`src/ramp_seq_pkg.sv`:
```
package ramp_seq_pkg;
  // register offsets
  localparam logic [7:0] ADDR_TRACK = 8'h03;
  localparam logic [7:0] ADDR_ON_DLY = 8'h05;
  localparam logic [7:0] ADDR_OFF_DLY = 8'h06;
  localparam logic [7:0] ADDR_LOAD_REG = 8'h08;
  localparam logic [7:0] ADDR_SP_FIRST = 8'h0b;
  localparam logic [7:0] ADDR_SP_LAST = 8'h10;
  localparam logic [7:0] ADDR_RUN = 8'h15;
  // reset values
  localparam logic [6:0] TRACK_RST = 7'h18;
  localparam logic [6:0] TRACK_RST_TERM = 7'h08;
  localparam logic [7:0] ON_DLY_RST = 8'h00;
  localparam logic [5:0] OFF_DLY_RST = 6'h0b;
  localparam logic [2:0] LOAD_REG_RST = 3'h0;
  localparam logic [15:0] SP_RST = 16'h0000;
  // field layout
  localparam int TRACK_W = 7;
  localparam int OFF_DLY_W = 6;
  localparam int LR_LSB = 5;
  localparam int SP_W = 12;
  localparam int SP_LSB = 4;
  localparam int SP_NUM = 3;
  // timing
  localparam int CLK_HZ = 20_000_000;
  localparam int HZ_PER_MHZ = 1_000_000;
  localparam logic [4:0] CYC_PER_US = 5'(CLK_HZ / HZ_PER_MHZ);
  localparam logic [9:0] US_PER_MS = 10'h3e8;
  localparam int STEP_MV = 10;
  localparam int LSB_UV = 2500;
  localparam logic [11:0] STEP_CODES = 12'(STEP_MV * 1000 / LSB_UV);
  localparam logic [8:0] DROOP_DIV = 9'h0fa;
  localparam logic [1:0] STEP_ROUND = 2'h3;

  typedef struct packed {
    logic [2:0] rise;
    logic fall_en;
    logic [2:0] fall;
  } track_cfg_type;

  typedef enum logic [5:0] {
    ST_IDLE = 6'h01,
    ST_ON_WAIT = 6'h02,
    ST_RAMP_UP = 6'h04,
    ST_HOLD = 6'h08,
    ST_OFF_WAIT = 6'h10,
    ST_RAMP_DOWN = 6'h20
  } seq_state_type;

  // microseconds per 10 mV step for each rising rate code
  function automatic logic [7:0] rise_step_us(input logic [2:0] code);
    case (code)
      3'h0: rise_step_us = 8'hc8;
      3'h1: rise_step_us = 8'h64;
      3'h2: rise_step_us = 8'h32;
      3'h3: rise_step_us = 8'h28;
      3'h4: rise_step_us = 8'h14;
      3'h5: rise_step_us = 8'h0a;
      3'h6: rise_step_us = 8'h05;
      default: rise_step_us = 8'hc8;
    endcase
  endfunction

  function automatic logic [7:0] fall_step_us(input logic [2:0] code);
    case (code)
      3'h0: fall_step_us = 8'hc8;
      3'h1: fall_step_us = 8'h64;
      3'h2: fall_step_us = 8'h32;
      default: fall_step_us = 8'hc8;
    endcase
  endfunction

  // droop slope in units of 0.01 mV/A
  function automatic logic [8:0] droop_slope(input logic [2:0] code);
    case (code)
      3'h0: droop_slope = 9'h000;
      3'h1: droop_slope = 9'h025;
      3'h2: droop_slope = 9'h04a;
      3'h3: droop_slope = 9'h06f;
      3'h4: droop_slope = 9'h093;
      3'h5: droop_slope = 9'h0b8;
      3'h6: droop_slope = 9'h0dd;
      default: droop_slope = 9'h102;
    endcase
  endfunction
endpackage

```
`src/us_tick_gen.sv`:
```
`timescale 1ns/1ns
module us_tick_gen
  import ramp_seq_pkg::*;
(
  // clock and reset
  input wire logic clk_in,
  input wire logic reset_in,
  // one-cycle pulse each microsecond
  output logic tick_out
);
  logic [4:0] cnt_reg;
  logic [4:0] cnt_next;
  logic tick_next;

  always_comb begin
    tick_next = (cnt_reg == CYC_PER_US - 5'h01);
    cnt_next = tick_next ? 5'h00 : cnt_reg + 5'h01;
  end

  always_ff @(posedge clk_in) begin
    if (reset_in) begin
      cnt_reg <= 5'h00;
      tick_out <= 1'b0;
    end else begin
      cnt_reg <= cnt_next;
      tick_out <= tick_next;
    end
  end
endmodule

```
`src/output_ramp_sequencer.sv`:
```
`timescale 1ns/1ns
// Summary of operation
// ramp-up starts only after the turn-on delay counted from the command
// turn-on delay is 8 bits, one millisecond per count, 0 to 255 ms
// with falling slew on, turn-off delay ends when output reaches zero
// with falling slew off, both switches open when turn-off delay expires
// pre-ramp wait equals turn-off delay minus output over falling rate
// software must keep the pre-ramp wait positive
// turn-off delay is six bits, 1 ms per count, reset 11, top bits zero
// setpoint moves in fixed 10 mV steps; step length sets the rate
// step length is divided down from the manager's master clock
// rising rate field bits 6:4 decodes 0.05 to 2.0 V/ms, bit 7 zero
// in bus terminator mode the rising rate resets to code zero
// tracking bit 3 enables controlled falling turn-off, reset enabled
// falling rate field bits 2:0 gives -0.05, -0.1, -0.2 V/ms
// eight load-regulation slopes lower output in proportion to load
// software must keep load plus charge current below overcurrent limit
// setpoints use 2.5 mV per bit across the range
// setpoint high byte goes to a shadow; low byte write commits all 16
// rising ramp stops at the target; falling ramp ends switches off
// a new command during a delay restarts from the new state's delay
module output_ramp_sequencer
  import ramp_seq_pkg::*;
#(
  parameter logic [7:0] MASTER_PER_US = 8'h01
) (
  // clock and reset
  input wire logic clk_in,
  input wire logic reset_in,
  // commands and master clock from the power manager
  input wire logic terminator_mode_in,
  input wire logic turn_on_in,
  input wire logic turn_off_in,
  input wire logic master_clk_in,
  // target select and load measurement
  input wire logic [1:0] margin_sel_in,
  input wire logic [7:0] load_current_in,
  // register port
  input wire logic [7:0] reg_addr_in,
  input wire logic [7:0] reg_wdata_in,
  input wire logic reg_wr_in,
  output logic [7:0] reg_rdata_out,
  // power stage
  output logic [SP_W-1:0] setpoint_out,
  output logic switches_on_out,
  output logic ramping_out
);

  logic us_tick;
  us_tick_gen u_tick (
    .clk_in(clk_in),
    .reset_in(reset_in),
    .tick_out(us_tick)
  );

  // register file and read mux
  track_cfg_type track_reg, track_next;
  logic [7:0] on_dly_reg, on_dly_next;
  logic [OFF_DLY_W-1:0] off_dly_reg, off_dly_next;
  logic [2:0] lr_reg, lr_next;
  logic [15:0] sp_reg [SP_NUM];
  logic [15:0] sp_next [SP_NUM];
  logic [7:0] shadow_reg, shadow_next;
  logic [7:0] rdata_next;
  logic [7:0] sp_off;
  logic [1:0] sp_idx;

  always_comb begin
    track_next = track_reg;
    on_dly_next = on_dly_reg;
    off_dly_next = off_dly_reg;
    lr_next = lr_reg;
    shadow_next = shadow_reg;
    sp_off = reg_addr_in - ADDR_SP_FIRST;
    sp_idx = sp_off[2:1];
    for (int i = 0; i < SP_NUM; i++) begin
      sp_next[i] = sp_reg[i];
    end
    if (reg_wr_in) begin
      case (reg_addr_in)
        ADDR_TRACK: track_next = reg_wdata_in[TRACK_W-1:0];
        ADDR_ON_DLY: on_dly_next = reg_wdata_in;
        ADDR_OFF_DLY: off_dly_next = reg_wdata_in[OFF_DLY_W-1:0];
        ADDR_LOAD_REG: lr_next = reg_wdata_in[7:LR_LSB];
        default: begin
          if (reg_addr_in inside {[ADDR_SP_FIRST:ADDR_SP_LAST]}) begin
            if (!sp_off[0]) begin
              shadow_next = reg_wdata_in;
            end else begin
              sp_next[sp_idx] = {shadow_reg, reg_wdata_in};
            end
          end
        end
      endcase
    end
    // reads: unused bits and unmapped addresses return zero
    rdata_next = 8'h00;
    case (reg_addr_in)
      ADDR_TRACK: rdata_next = {1'b0, track_reg};
      ADDR_ON_DLY: rdata_next = on_dly_reg;
      ADDR_OFF_DLY: rdata_next = {2'b00, off_dly_reg};
      ADDR_LOAD_REG: rdata_next = {lr_reg, 5'h00};
      ADDR_RUN: rdata_next = {ramping_out, 6'h00, switches_on_out};
      default: begin
        if (reg_addr_in >= ADDR_SP_FIRST && reg_addr_in <= ADDR_SP_LAST) begin
          rdata_next = sp_off[0] ? sp_reg[sp_idx][7:0] : sp_reg[sp_idx][15:8];
        end
      end
    endcase
  end

  always_ff @(posedge clk_in) begin
    if (reset_in) begin
      track_reg <= terminator_mode_in ? TRACK_RST_TERM : TRACK_RST;
      on_dly_reg <= ON_DLY_RST;
      off_dly_reg <= OFF_DLY_RST;
      lr_reg <= LOAD_REG_RST;
      shadow_reg <= 8'h00;
      reg_rdata_out <= 8'h00;
      for (int i = 0; i < SP_NUM; i++) begin
        sp_reg[i] <= SP_RST;
      end
    end else begin
      track_reg <= track_next;
      on_dly_reg <= on_dly_next;
      off_dly_reg <= off_dly_next;
      lr_reg <= lr_next;
      shadow_reg <= shadow_next;
      reg_rdata_out <= rdata_next;
      for (int i = 0; i < SP_NUM; i++) begin
        sp_reg[i] <= sp_next[i];
      end
    end
  end

  // on/off sequencer and ramp generator
  seq_state_type state_reg, state_next;
  logic [17:0] wait_reg, wait_next;
  logic [15:0] step_cnt_reg, step_cnt_next;
  logic [SP_W-1:0] ramp_reg, ramp_next;
  logic [SP_W-1:0] set_next;
  logic sw_next;
  logic master_prev_reg;
  logic master_edge;
  logic [SP_W-1:0] target;
  logic [15:0] step_len;
  logic step_due;
  logic [17:0] on_wait_us;
  logic [17:0] off_dly_us;
  logic [17:0] fall_ramp_us;
  logic [17:0] off_wait_us;
  logic [16:0] droop_prod;
  logic [SP_W-1:0] droop_codes;
  logic is_on_state;

  always_comb begin
    target = sp_reg[(margin_sel_in < 2'(SP_NUM)) ? margin_sel_in : 2'h0]
      [15:SP_LSB];
    master_edge = master_clk_in && !master_prev_reg;
    step_len = (state_reg == ST_RAMP_DOWN) ?
      16'(fall_step_us(track_reg.fall) * MASTER_PER_US) :
      16'(rise_step_us(track_reg.rise) * MASTER_PER_US);
    step_due = master_edge && (step_cnt_reg + 16'h0001 >= step_len);
    on_wait_us = 18'(on_dly_reg * US_PER_MS);
    off_dly_us = 18'(off_dly_reg * US_PER_MS);
    fall_ramp_us = 18'(((ramp_reg + 12'(STEP_ROUND)) >> 2) *
      fall_step_us(track_reg.fall));
    off_wait_us = (off_dly_us > fall_ramp_us) ?
      off_dly_us - fall_ramp_us : 18'h00000;
    is_on_state = (state_reg == ST_ON_WAIT) || (state_reg == ST_RAMP_UP) ||
      (state_reg == ST_HOLD);
    state_next = state_reg;
    wait_next = (us_tick && wait_reg != 18'h00000) ? wait_reg - 18'h00001 :
      wait_reg;
    step_cnt_next = master_edge ? step_cnt_reg + 16'h0001 : step_cnt_reg;
    if (step_due) begin
      step_cnt_next = 16'h0000;
    end
    ramp_next = ramp_reg;
    case (state_reg)
      ST_ON_WAIT: begin
        if (wait_reg == 18'h00000) begin
          state_next = ST_RAMP_UP;
          step_cnt_next = 16'h0000;
        end
      end
      ST_RAMP_UP: begin
        if (ramp_reg >= target) begin
          ramp_next = target;
          state_next = ST_HOLD;
        end else if (step_due) begin
          ramp_next = (target - ramp_reg > STEP_CODES) ?
            ramp_reg + STEP_CODES : target;
        end
      end
      ST_HOLD: ramp_next = target;
      ST_OFF_WAIT: begin
        if (wait_reg == 18'h00000) begin
          step_cnt_next = 16'h0000;
          if (track_reg.fall_en) begin
            state_next = ST_RAMP_DOWN;
          end else begin
            state_next = ST_IDLE;
            ramp_next = '0;
          end
        end
      end
      ST_RAMP_DOWN: begin
        if (ramp_reg == '0) begin
          state_next = ST_IDLE;
        end else if (step_due) begin
          ramp_next = (ramp_reg > STEP_CODES) ? ramp_reg - STEP_CODES : '0;
        end
      end
      ST_IDLE: ramp_next = '0;
      default: state_next = ST_IDLE;
    endcase
    // commands override, restarting any delay in progress except the turn-on delay, which a repeated turn-on leaves running
    if (turn_on_in && !is_on_state) begin
      state_next = ST_ON_WAIT;
      wait_next = on_wait_us;
    end else if (turn_off_in && (is_on_state || state_reg == ST_OFF_WAIT))
    begin
      state_next = ST_OFF_WAIT;
      wait_next = track_reg.fall_en ? off_wait_us : off_dly_us;
    end
    droop_prod = 17'(load_current_in * droop_slope(lr_reg));
    droop_codes = 12'(droop_prod / 17'(DROOP_DIV));
    set_next = (ramp_next > droop_codes) ? ramp_next - droop_codes : '0;
    sw_next = (state_next == ST_RAMP_UP) || (state_next == ST_HOLD) ||
      (switches_on_out && state_next != ST_IDLE);
  end

  always_ff @(posedge clk_in) begin
    if (reset_in) begin
      state_reg <= ST_IDLE;
      wait_reg <= 18'h00000;
      step_cnt_reg <= 16'h0000;
      ramp_reg <= '0;
      master_prev_reg <= 1'b0;
      setpoint_out <= '0;
      switches_on_out <= 1'b0;
      ramping_out <= 1'b0;
    end else begin
      state_reg <= state_next;
      wait_reg <= wait_next;
      step_cnt_reg <= step_cnt_next;
      ramp_reg <= ramp_next;
      master_prev_reg <= master_clk_in;
      setpoint_out <= set_next;
      switches_on_out <= sw_next;
      ramping_out <= (state_next == ST_RAMP_UP) ||
        (state_next == ST_RAMP_DOWN);
    end
  end
endmodule

```
`config.mk`:
```
export PLATFORM = sky130hd
export DESIGN_NAME = output_ramp_sequencer
export DESIGN_NICKNAME = d
export VERILOG_FILES = /design/src/ramp_seq_pkg.sv /design/src/us_tick_gen.sv /design/src/output_ramp_sequencer.sv
export SDC_FILE = /design/constraint.sdc
export NUM_CORES = 1
export LEC_CHECK = 0
export BUFFER_PORTS_ARGS = -buffer_cell sky130_fd_sc_hd__buf_2
export CAP_MARGIN = 25
export CORE_MARGIN = 5
export CORE_UTILIZATION = 45
export DETAILED_ROUTE_END_ITERATION = 16
export SLEW_MARGIN = 20
export SYNTH_ARGS = -nofsm -noshare
export SYNTH_HDL_FRONTEND = slang
export SYNTH_HIERARCHICAL = 1
export SYNTH_SLANG_ARGS = --single-unit
```
`constraint.sdc`:
```
create_clock -name clk_in -period 14.9 [get_ports clk_in]
set_clock_uncertainty 0.1 [all_clocks]
set_input_delay 1.49 -clock clk_in [delete_from_list [all_inputs] [get_ports clk_in]]
set_output_delay 1.49 -clock clk_in [all_outputs]
set_load 0.01 [all_outputs]
```
# Word-level counts from Yosys, hierarchy flattened
# Memory sizes are Yosys's and may differ from the RTL's.
# Cells that the tools add are included.
# Widths: inputs -> output; s select.
dict set report totals {
  elab_cells 169
  ff_bits 113
  ramBits 48
  output_inout_bits 22
  input_bits 33
  mem_count 1
}
# memory depth width read_ports rd_clocked_by_memory_dff write_ports line_no
set mem_list {}
lappend mem_list {sp_reg 3 16 5 0 3 output_ramp_sequencer.sv:61} ;# logic [15:0] sp_reg [SP_NUM];
dict set report op_classes {
  magnitude_cmp 11
  bitwise_logic 7
  n_eq_ne 30
  mul 4
  reduce_logical 35
  addsub 10
  div_mod_pow 1
  mux 51
}
# operator n
set op_table {}
lappend op_table {{$mux 48} 4}
lappend op_table {{$mux 16} 8}
lappend op_table {{$mux 12} 8}
lappend op_table {{$mux 18} 5}
lappend op_table {{$pmux 9 s7} 1}
lappend op_table {{$pmux 12 s5} 1}
lappend op_table {{$bwmux 48} 1}
lappend op_table {{$pmux 8 s6} 1}
lappend op_table {{$mux 6} 7}
lappend op_table {{$pmux 8 s5} 1}
lappend op_table {{$demux 16 s2} 1}
lappend op_table {{$pmux 6 s5} 1}
lappend op_table {{$gt 12x3->1 const B} 2}
lappend op_table {{$mux 8} 3}
lappend op_table {{$sub 12x12->12} 2}
lappend op_table {{$mux 7} 3}
lappend op_table {{$eq 3x3->1 const B} 6}
lappend op_table {{$gt 16x18->1} 1}
lappend op_table {{$logic_not 18->1} 1}
lappend op_table {{$mul 11x8->18} 1}
lappend op_table {{$reduce_bool 18->1} 1}
lappend op_table {{$sub 16x18->18} 1}
lappend op_table {{$sub 18x1->18 const B} 1}
lappend op_table {{$div 17x8->17 const B} 1}
lappend op_table {{49 further kinds} 87}

# Longest topological paths before layout
# Gate-level depths: netlist of run 1.
dict set report logic_depth {
  depth_word 12
  mapped_depth 60
  depth_no_buf 54
}

# Hierarchy
# The synthesis of run 1 kept the hierarchy.
# module seq_area_each_um2 area_each_um2 cells_per_inst instances
set modules_own_cells {}
lappend modules_own_cells {output_ramp_sequencer 3173.0 19024.5 2438 1}
lappend modules_own_cells {us_tick_gen 120.1 234.0 24 1}

# Worst setup path after synthesis of run 1
# OpenSTA, ideal clock, no wires.
dict set report synth_path {
  kind {input to register}
  start {input load_current_in[6]}
  end {register setpoint_out[10]}
  setup_time_ns 0.128
  slack_ns 1.572
  required_time_ns 14.672
  t_arrival_ns 13.100
  n_path_buf 3
  stages 50
  cell_sequence {and2_1 -> fa_1 -> fa_1 -> inv_1 -> fa_1 -> inv_1 -> fa_1 -> ha_1 -> buf_6 -> and3_1 -> and2_4 -> a2111oi_4 -> nor3_1 -> nor4b_4 -> a21boi_4 -> nand3_1 -> a22oi_2 -> mux2_4 -> (+14 left out) -> nand3_1 -> nand2_2 -> inv_2 -> or4_1 -> a31oi_1 -> ha_1 -> fa_1 -> nor2b_1 -> o21ai_0 -> nand2b_1 -> a221oi_1 -> o21bai_1 -> a21oi_1 -> a41oi_1 -> nor2_1 -> a21o_1 -> clkbuf_1 -> nor2_1}
}
dict set report synth_via {
  elab_chain_len 5
  elab_cells_between_ends 6
  cone_classes {add/sub (1); mul (1); div (1); order compare (1); bitwise (1); reduce/logical (1)}
}
# item line_no
set synth_lines {}
lappend synth_lines {{from (decl)} output_ramp_sequencer.sv:37} ;# input wire logic [7:0] load_current_in,
lappend synth_lines {{$mul 8x9->17 (*)} output_ramp_sequencer.sv:227} ;# droop_prod = 17'(load_current_in * droop_slope(lr_reg));
lappend synth_lines {{$div 17x8->17 (*)} output_ramp_sequencer.sv:228} ;# droop_codes = 12'(droop_prod / 17'(DROOP_DIV));
lappend synth_lines {{$gt 12x12->1} output_ramp_sequencer.sv:229} ;# set_next = (ramp_next > droop_codes) ? ramp_next - droop_codes : '0;
lappend synth_lines {{$not 1->1 (no source line)} n/a}
lappend synth_lines {{$reduce_or 2->1 (no source line)} n/a}
lappend synth_lines {{to (signal assigned)} output_ramp_sequencer.sv:250} ;# setpoint_out <= set_next;
lappend synth_lines {{to (decl)} output_ramp_sequencer.sv:44} ;# output logic [SP_W-1:0] setpoint_out,
# Every way passes the cells marked *; elsewhere a longest branch is shown, timed or not.
# A chain may end at the register's enable or synchronous reset.

# Worst setup path in the final report of run 1
dict set report layout_path {
  start {input load_current_in[3]}
  end {register setpoint_out[11]}
}
# Same word-level chain as after synthesis.

==> flow_summary.toml, run 1 <==
[synthesis]
synth_async_sr_flop_share_pct = 0
synth_xor_area_share_pct = 7.41
syn_avg_cell_area_um2 = 7.82
synth.distinct_cells = 105
synth_compound_area_share_pct = 19.9
synth_edf_count = 7
synth_top_family_by_area = "adder cells"
ys_seq_elements = 161
yosys.area_share.adder_pct = 25.4
yosysWarnings = 6
synth_ff_type = "dfxtp_1"
yosys.area_share.simple_pct = 21.6
muxShareOfSynthArea_pct = 2.02
syn-cell-area_um2 = 19300
syn_nets = 2811
synthCells = 2462
yosysSeqAreaShare_pct = 17.1

[floorplanning]
die_w_um = 217
start_util_pct = 45.7
row_count = 75
core_area_um2 = 42100
io-pin-count = 55
chipHeight_um = 217
die_area_um2 = 47000

[placement]
port_buffers = 54
dp_cells = 2976
hpwlAfterDp_um = 41900
place_area_um2 = 20000
place.gp.congestion = 0.923

[finish]
n_antenna_cell = 0
largest_reg_flops = 48
drive_above_1_share_pct = 6.74
postLayoutCoreUtil_pct = 49.0
final_cell_area_um2 = 20600
area_growth_syn_to_layout_pct = 7.22
fill_cells = 4176
instances_no_fill = 3015
fin_nets = 2812
final_common_cell = "nand2_1"
mostFrequentLayoutCells = "nand2_1, inv_1, nor2_1"
multi_input_area_um2 = 14700
final-seq-area_um2 = 3290

[clocking]
cts_buffers = 17
cts.sinks = 161
root_buffer = "clkbuf_16"
htreeDepth = 4
cts_hold_buf = 0
clock_path_buffers = 2
clkTransAtPathRegs_ns = 0.06
cts_tree = "done"
clk_latency_ns = 0.46

[timing]
setup_violations = 0
hold_viol = 0
slew_headroom_pct = 33.7
max_freq_mhz = 71.3
maxSlewViolCount = 0
grt_setup_unrepaired = "false"
worst_hold_slack_ns = 0.350
fin_setup_tns_ns = 0
finalCriticalPeriod_ns = 14.02
worst_slew_pin_slew_ns = 0.995
post-route-period-util_pct = 94.1

[routing]
vias = 17400
ant_nets = 0
vias_per_cell = 5.76
detail_route.iter0.violations = 1183
drc = 0
wl_per_cell_um = 17.6
postRouteWirelength_um = 53000
first_pass_iters = 5

[pwr]
leakage_nw = 9.31
power.density_nw_per_um2 = 59.8
ir_drop_mv = 0.123

[worst_setup_path]
cp_data_arrival_time_ns = 14.25
cp_max_fo = 9
crit_path_end_kind = "register"
crit_slowest_cell = "or4_4"
slowest_delay_ns = 0.57
crit_type = "in2reg"
worstSetupStartpointType = "input port"
required_ns = 15.14

[flow_run]
drv_cap = 0

[grt]
grt_max_degree = 95
grt_use_total_pct = 22.4
grt_overflow = 0
antenna_found_initial = 0
grt_pass1_wl_um = 86900
grt_pass1_vias = 17100

[run_status]
status = "finished, final reports clean"

[hold_path]
hp-class = "reg2reg"
## per-layer routing
layer | GRT usage (%) | share of wire [%] | vias up
li1 | - | - | 8535
met1 | 30.1 | 45 | 8299
met2 | 38.5 | 48 | 466
met3 | 2.89 | 4.8 | 67
met4 | 5.29 | 1.7 | 0
met5 | 0 | 0 | -
## path summary, 6_finish.rpt
| path | depth (start not counted) | slack [ns] | to | from |
|---|---|---|---|---|
| hold reg to reg | 1 | 0.35 | u_tick/cnt_reg[0] | u_tick/cnt_reg[0] |
| setup / recovery | 52 | 0.88 | setpoint_out[11] | load_current_in[3] |
| hold / removal | 1 | 0.35 | u_tick/cnt_reg[0] | u_tick/cnt_reg[0] |
| setup reg to reg | 53 | 0.94 | setpoint_out[11] | lr_reg[0] |
## logic make-up (layout without fill, tap and decap cells)
group / Yosys count / in the layout
flops: 161 / 161
mux: 38 / 38
fa+ha+maj: 317 / 317
compound gates: 578 / 578
buf+inv: 334 / 348
simple gates: 872 / 872
xor+xnor: 162 / 162
## synthesized netlist by cell type (6+ instances only)
| library cell | count | area (um2) |
|---|---|---|
| o211ai_1 | 14 | 105 |
| nor3_1 | 45 | 225 |
| mux2i_1 | 34 | 340 |
| o31a_1 | 6 | 52.6 |
| a22oi_1 | 13 | 97.6 |
| clkbuf_1 | 83 | 312 |
| a21o_1 | 37 | 278 |
| nand3_1 | 67 | 335 |
| nor4_1 | 22 | 138 |
| or3_1 | 14 | 87.6 |
| nand2b_1 | 33 | 206 |
| a311oi_1 | 6 | 52.6 |
| o2111ai_1 | 12 | 105 |
| o22a_1 | 8 | 70.1 |
| xor2_1 | 56 | 490 |
| o31ai_1 | 6 | 45.0 |
| a222oi_1 | 6 | 60.1 |
| inv_1 | 232 | 871 |
| o21bai_1 | 26 | 195 |
| nand4_1 | 27 | 169 |
| and3_1 | 31 | 194 |
| o21a_1 | 9 | 67.6 |
| fa_1 | 123 | 2460 |
| nor2_1 | 209 | 785 |
| o22ai_1 | 15 | 93.8 |
| edfxtp_1 | 7 | 210 |
| nand3b_1 | 7 | 52.6 |
| and2_1 | 36 | 225 |
| or4_1 | 6 | 45.0 |
| a21oi_1 | 193 | 966 |
| buf_1 | 10 | 37.5 |
| nand2_1 | 294 | 1100 |
| a31oi_1 | 23 | 144 |
| ha_1 | 193 | 2410 |
| xnor2_1 | 105 | 920 |
| o21ai_0 | 96 | 480 |
| a221oi_1 | 6 | 52.6 |
| o21ai_1 | 7 | 35.0 |
| a211oi_1 | 20 | 150 |
| a311o_1 | 6 | 60.1 |
| dfxtp_1 | 154 | 3080 |
| nor2b_1 | 47 | 294 |
## where the power goes
group / leakage [nW] / switching [mW] / internal, mW
Clock: 0.282 / 0.205 / 0.237
Sequential: 1.32 / 0.0156 / 0.448
Combinational: 7.71 / 0.198 / 0.132
Total: 9.31 / 0.418 / 0.816
## worst max-delay path: cells and delay by family
family,cells,cell delay (ns)
buffers and inverters,7,0.48
XOR/XNOR,1,0.18
AND/OR/NAND/NOR,15,3.41
adder cells (fa/ha/maj),6,2.67
multiplexers,2,0.66
AO/OA/AOI/OAI,21,5.36
## metrics by stage
stage	total power [mW]	worst slack, ns
2_1_floorplan	0.711	1.57
3_3_place_gp	0.794	0.657
3_5_place_dp	0.799	0.419
4_1_cts	1.24	0.624
5_1_grt	1.31	0.0323
6_report	1.23	0.884
## timing repair
action	4_1_cts	5_1_grt
buffers inserted	0	6
endpoints found under the setup margin	0	12
resized for setup	0	10
## layout make-up
cell class                      count  share of cell area [%]
Clock buffer                       19                    2.10
Clock inverter                     13                   0.691
Inverter                          236                    4.29
Multi-Input combinational cell   1967                    71.4
Sequential cell                   161                    16.0
Tap cell                          539                    3.27
Timing Repair Buffer               80                    2.30
Power figures use the tool's default switching activity.
==> inputs of run 2 (changes only) <==
Settings changed: REMOVE_ABC_BUFFERS set to 1.
==> run 2 against run 1 <==
  * Critical path depth shrank 2
  * Sequential cell count unchanged
  * Global-route usage fell by 0.24 points
  * Clock power shrank 2%
  * Sequential power about the same
  * Utilization is 0.13 points lower
  * Clock-buffer cell count unchanged
  * Largest power group unchanged
  * Highest routed layer unchanged
==> flow_summary.toml, run 2 (synthesis results as in run 1) <==
[worst_setup_path]
cp_data_arrival_time_ns = 14.32
slowest_delay_ns = 0.56
critPathCapture = "setpoint_out[11]"
rr_worst_depth = 51
crit_path_end_kind = "register"
crit_top_cell = "a21o_1"
timing.rr.end = "setpoint_out[11]"
cp-startpoint = "load_current_in[6]"
crit_type = "in2reg"
rrSetupSlack_ns = 0.83
crit_slowest_cell = "fa_1"
cp_max_fo = 8
r2r_start = "lr_reg[1]"
worstSetupStartpointType = "input port"
required_ns = 15.13

[pwr]
power_mw = 1.22
ir_drop_mv = 0.0749
power.density_nw_per_um2 = 59.2
leakage_nw = 9.27

[floorplanning]
die_w_um = 217
start_util_pct = 45.7
core_area_um2 = 42100
row_count = 75
die_area_um2 = 47000
io-pin-count = 55
chipHeight_um = 217

[run_status]
status = "finished, final reports clean"

[routing]
drc = 0
first_pass_iters = 6
vias = 17400
ant_nets = 0
postRouteWirelength_um = 52500
detail_route.iter0.violations = 1236
vias_per_cell = 5.79
wl_per_cell_um = 17.5

[timing]
post-route-period-util_pct = 94.5
setup_violations = 0
grt_setup_unrepaired = "false"
finalCriticalPeriod_ns = 14.09
worst_hold_slack_ns = 0.351
max_freq_mhz = 71.0
fin_setup_tns_ns = 0
hold_viol = 0
maxSlewViolCount = 0
slew_headroom_pct = 33.3
worst_slew_pin_slew_ns = 1.00

[finish]
fin_nets = 2805
final_common_cell = "nand2_1"
mostFrequentLayoutCells = "nand2_1, inv_1, nor2_1"
final_cell_area_um2 = 20600
largest_reg_flops = 48
postLayoutCoreUtil_pct = 48.9
drive_above_1_share_pct = 6.56
area_growth_syn_to_layout_pct = 6.94
fill_cells = 4150
n_antenna_cell = 0

[grt]
grt_use_total_pct = 22.1
grt_pass1_vias = 17200
grt_overflow = 0
antenna_found_initial = 0
grt_max_degree = 69
grt_pass1_wl_um = 87000

[clocking]
clock_path_buffers = 2
clkTransAtPathRegs_ns = 0.07
cts_tree = "done"
cts_buffers = 17
clk_latency_ns = 0.45
cts.sinks = 161
root_buffer = "clkbuf_16"
htreeDepth = 4

[placement]
port_buffers = 54
place.gp.congestion = 0.919
place_area_um2 = 19900
hpwlAfterDp_um = 41500

[flow_run]
drv_cap = 0

[hold_path]
hp-class = "reg2reg"
run 2: critical path, delay by kind of cell:
family | cells | cell delay [ns]
XOR/XNOR | 1 | 0.18
adder cells (fa/ha/maj) | 7 | 3.02
buffers and inverters | 5 | 0.39
AO/OA/AOI/OAI | 22 | 5.31
multiplexers | 1 | 0.37
AND/OR/NAND/NOR | 14 | 3.58
run 2: per-layer routing:
metal  global-route usage [%]  routed length, um  vias up
li1                         -                  -     8516
met1                     30.0              24100     8389
met2                     38.1              25300      458
met3                     1.86               2110       65
met4                     6.15                971        0
met5                        0                  0        -
run 2: area by class of cell:
class | instances | area [um2] | area share [%]
Tap cell | 539 | 674 | 3.27
Sequential cell | 161 | 3290 | 16.0
Timing Repair Buffer | 73 | 415 | 2.02
Clock buffer | 19 | 454 | 2.21
Multi-Input combinational cell | 1967 | 14800 | 71.6
Clock inverter | 13 | 118 | 0.571
Inverter | 236 | 886 | 4.30
run 2: worst min-delay path by stage:
stage,startpoint,endpoint,slack [ns],cells past startpoint
finish,u_tick/cnt_reg[0],u_tick/cnt_reg[0],0.35,1
global route,sp_reg[0][0],sp_reg[0][0],0.37,2
CTS,u_tick/cnt_reg[0],u_tick/cnt_reg[0],0.35,1
detailed placement,u_tick/cnt_reg[0],u_tick/cnt_reg[0],0.34,1
global placement,u_tick/cnt_reg[0],u_tick/cnt_reg[0],0.34,1
floorplan,u_tick/cnt_reg[0],u_tick/cnt_reg[0],0.32,1
run 2: report_power, final:
| part | switching, mW | internal, mW |
|---|---|---|
| logic | 0.195 | 0.131 |
| clock network | 0.201 | 0.229 |
| registers | 0.0159 | 0.448 |
| total | 0.412 | 0.808 |
run 2: timing repair:
item / CTS / global route
hold buffers: 0 / 0
endpoints found under the setup margin: 0 / 12
setup buffers: 0 / 4
resized for setup: 0 / 11
run 2: stage by stage:
step	setup slack, ns	std cells
after detailed placement	0.239	2970
after global placement	0.750	2970
after global routing	0.0321	3008
final	0.814	3008
after floorplan	1.70	2364
after CTS	0.432	3002
==> inputs of run 3 (changes only) <==
Settings changed: CORE_UTILIZATION 45 to 34.
==> run 3 against run 2 <==
  * Largest cell class unchanged
  * Via count grew 0.19%
  * Critical path depth increased by 1
  * Final area is 1.5% higher
  * Sequential power about the same
  * Clock-buffer cell count fell by 1
  * Critical endpoint is now setpoint_out[8]
  * Global-route usage decreased by 4.5 points
  * Non-clock buffer count unchanged
  * Wire length is 3.4% higher
  * Utilization shrank 12 points
  * Combinational power is 2% higher
  * Sequential share of layout area fell by 0.23 points
==> flow_summary.toml, run 3 (synthesis results as in run 1) <==
[grt]
grt_overflow = 0
antenna_found_initial = 0
grt_max_degree = 85
grt_use_total_pct = 17.6
grt_pass1_vias = 17000
grt_pass1_wl_um = 88200

[pwr]
comb_power_share_pct = 26.3
p_sw_share_pct = 33.3
pwr-share-seq_pct = 36.9
leakage_nw = 9.31
p_switching_mw = 0.418
power.density_nw_per_um2 = 60.1
ir_drop_mv = 0.0877
clockPowerShare_pct = 36.8
p_int_mw = 0.838

[worst_setup_path]
cp_data_arrival_time_ns = 14.22
worstSetupStartpointType = "register"
crit_top_cell = "fa_1"
rr_worst_depth = 51
slowest_delay_ns = 0.56
rrSetupSlack_ns = 0.93
r2r_start = "lr_reg[2]"
crit_type = "reg2reg"
required_ns = 15.15
crit_slowest_cell = "or4_4"
crit_path_end_kind = "register"
timing.rr.end = "setpoint_out[8]"
cp_max_fo = 12

[floorplanning]
core_area_um2 = 56300
io-pin-count = 55
start_util_pct = 34.2
row_count = 87
die_w_um = 248
die_area_um2 = 61500
chipHeight_um = 248

[finish]
drive_above_1_share_pct = 6.56
final_common_cell = "nand2_1"
area_growth_syn_to_layout_pct = 8.55
n_antenna_cell = 0
mostFrequentLayoutCells = "nand2_1, inv_1, nor2_1"
fin_nets = 2805
largest_reg_flops = 48
instances_no_fill = 3225
postLayoutCoreUtil_pct = 37.1

[placement]
hpwlAfterDp_um = 43000
dp_cells = 3189
place.gp.congestion = 0.921
dpl_worst_slack_ns = 0.410
port_buffers = 54

[routing]
ant_nets = 0
vias_per_cell = 5.41
detail_route.iter0.violations = 1571
vias = 17500
postRouteWirelength_um = 54300
first_pass_iters = 7
drc = 0
wl_per_cell_um = 16.8

[clocking]
cts_buffers = 17
clkTransAtPathRegs_ns = 0.07
cts_tree = "done"
htreeDepth = 4
root_buffer = "clkbuf_16"
clock_path_buffers = 2
cts.sinks = 161
clk_latency_ns = 0.48

[timing]
max_freq_mhz = 71.6
worst_slew_pin_slew_ns = 1.06
setup_violations = 0
layout_setup_ws_ns = 0.932
grt_setup_unrepaired = "false"
fin_setup_tns_ns = 0
slew_headroom_pct = 29.7
hold_viol = 0
worst_hold_slack_ns = 0.349
post-route-period-util_pct = 93.7
maxSlewViolCount = 0
finalCriticalPeriod_ns = 13.97

[hold_path]
hp-class = "reg2reg"
min-delay-start = "u_tick/cnt_reg[0]"
hold_depth = 1
hold_end = "u_tick/cnt_reg[0]"

[run_status]
status = "finished, final reports clean"

[flow_run]
drv_cap = 0
==> run 3: cell type report <==
type / count / area (um2)
Clock inverter: 14 / 166
Clock buffer: 18 / 439
Fill cell: 5884 / 35400
Multi-Input combinational cell: 1967 / 14700
Tap cell: 756 / 946
Sequential cell: 161 / 3300
Inverter: 236 / 886
Timing Repair Buffer: 73 / 435
==> run 3: power groups by stage <==
stage               Clock [mW]  Sequential [mW]  Combinational (mW)
floorplan                    0            0.471               0.231
detailed placement           0            0.473               0.328
global placement             0            0.473               0.323
CTS                      0.473            0.463               0.330
finish                   0.462            0.463               0.331
global route             0.493            0.465               0.370
==> run 3: repair_timing <==
action	in CTS	in global routing
resized for setup	0	9
setup buffers	0	3
hold buffers	0	0
endpoints found under the setup margin	0	12
==> run 3: how the worst max path moves through the flow <==
stage / start / end / slack (ns)
floorplan: load_current_in[6] / setpoint_out[11] / 1.70
global placement: load_current_in[6] / setpoint_out[2] / 0.82
detailed placement: load_current_in[3] / setpoint_out[9] / 0.41
CTS: lr_reg[1] / setpoint_out[9] / 0.52
global route: lr_reg[2] / setpoint_out[2] / 0.04
finish: lr_reg[2] / setpoint_out[8] / 0.93
==> run 3: worst max-delay path, delay by kind of cell, from the launching register on <==
kind,cells,cell delay [ns]
DFF,1,0.47
buffers and inverters,4,0.25
AOI/OAI and AO/OA,20,5.03
adders and majority gates,8,3.19
muxes,1,0.38
and+or+nand+nor,18,4.41
==> run 3: metal layers <==
metal  up-vias  routed length, um  track usage (%)
li1       8529                  -                -
met1      8400              24400             23.0
met2       443              26000             30.1
met3        89               2300             2.34
met4         0               1660             5.84
met5         -                  0                0
==> run 3: stage by stage <==
stage	power (mW)	area, um2
3_3_place_gp	0.795	20200
2_1_floorplan	0.703	18900
6_report	1.26	20900
5_1_grt	1.33	20900
4_1_cts	1.27	20800
3_5_place_dp	0.801	20200
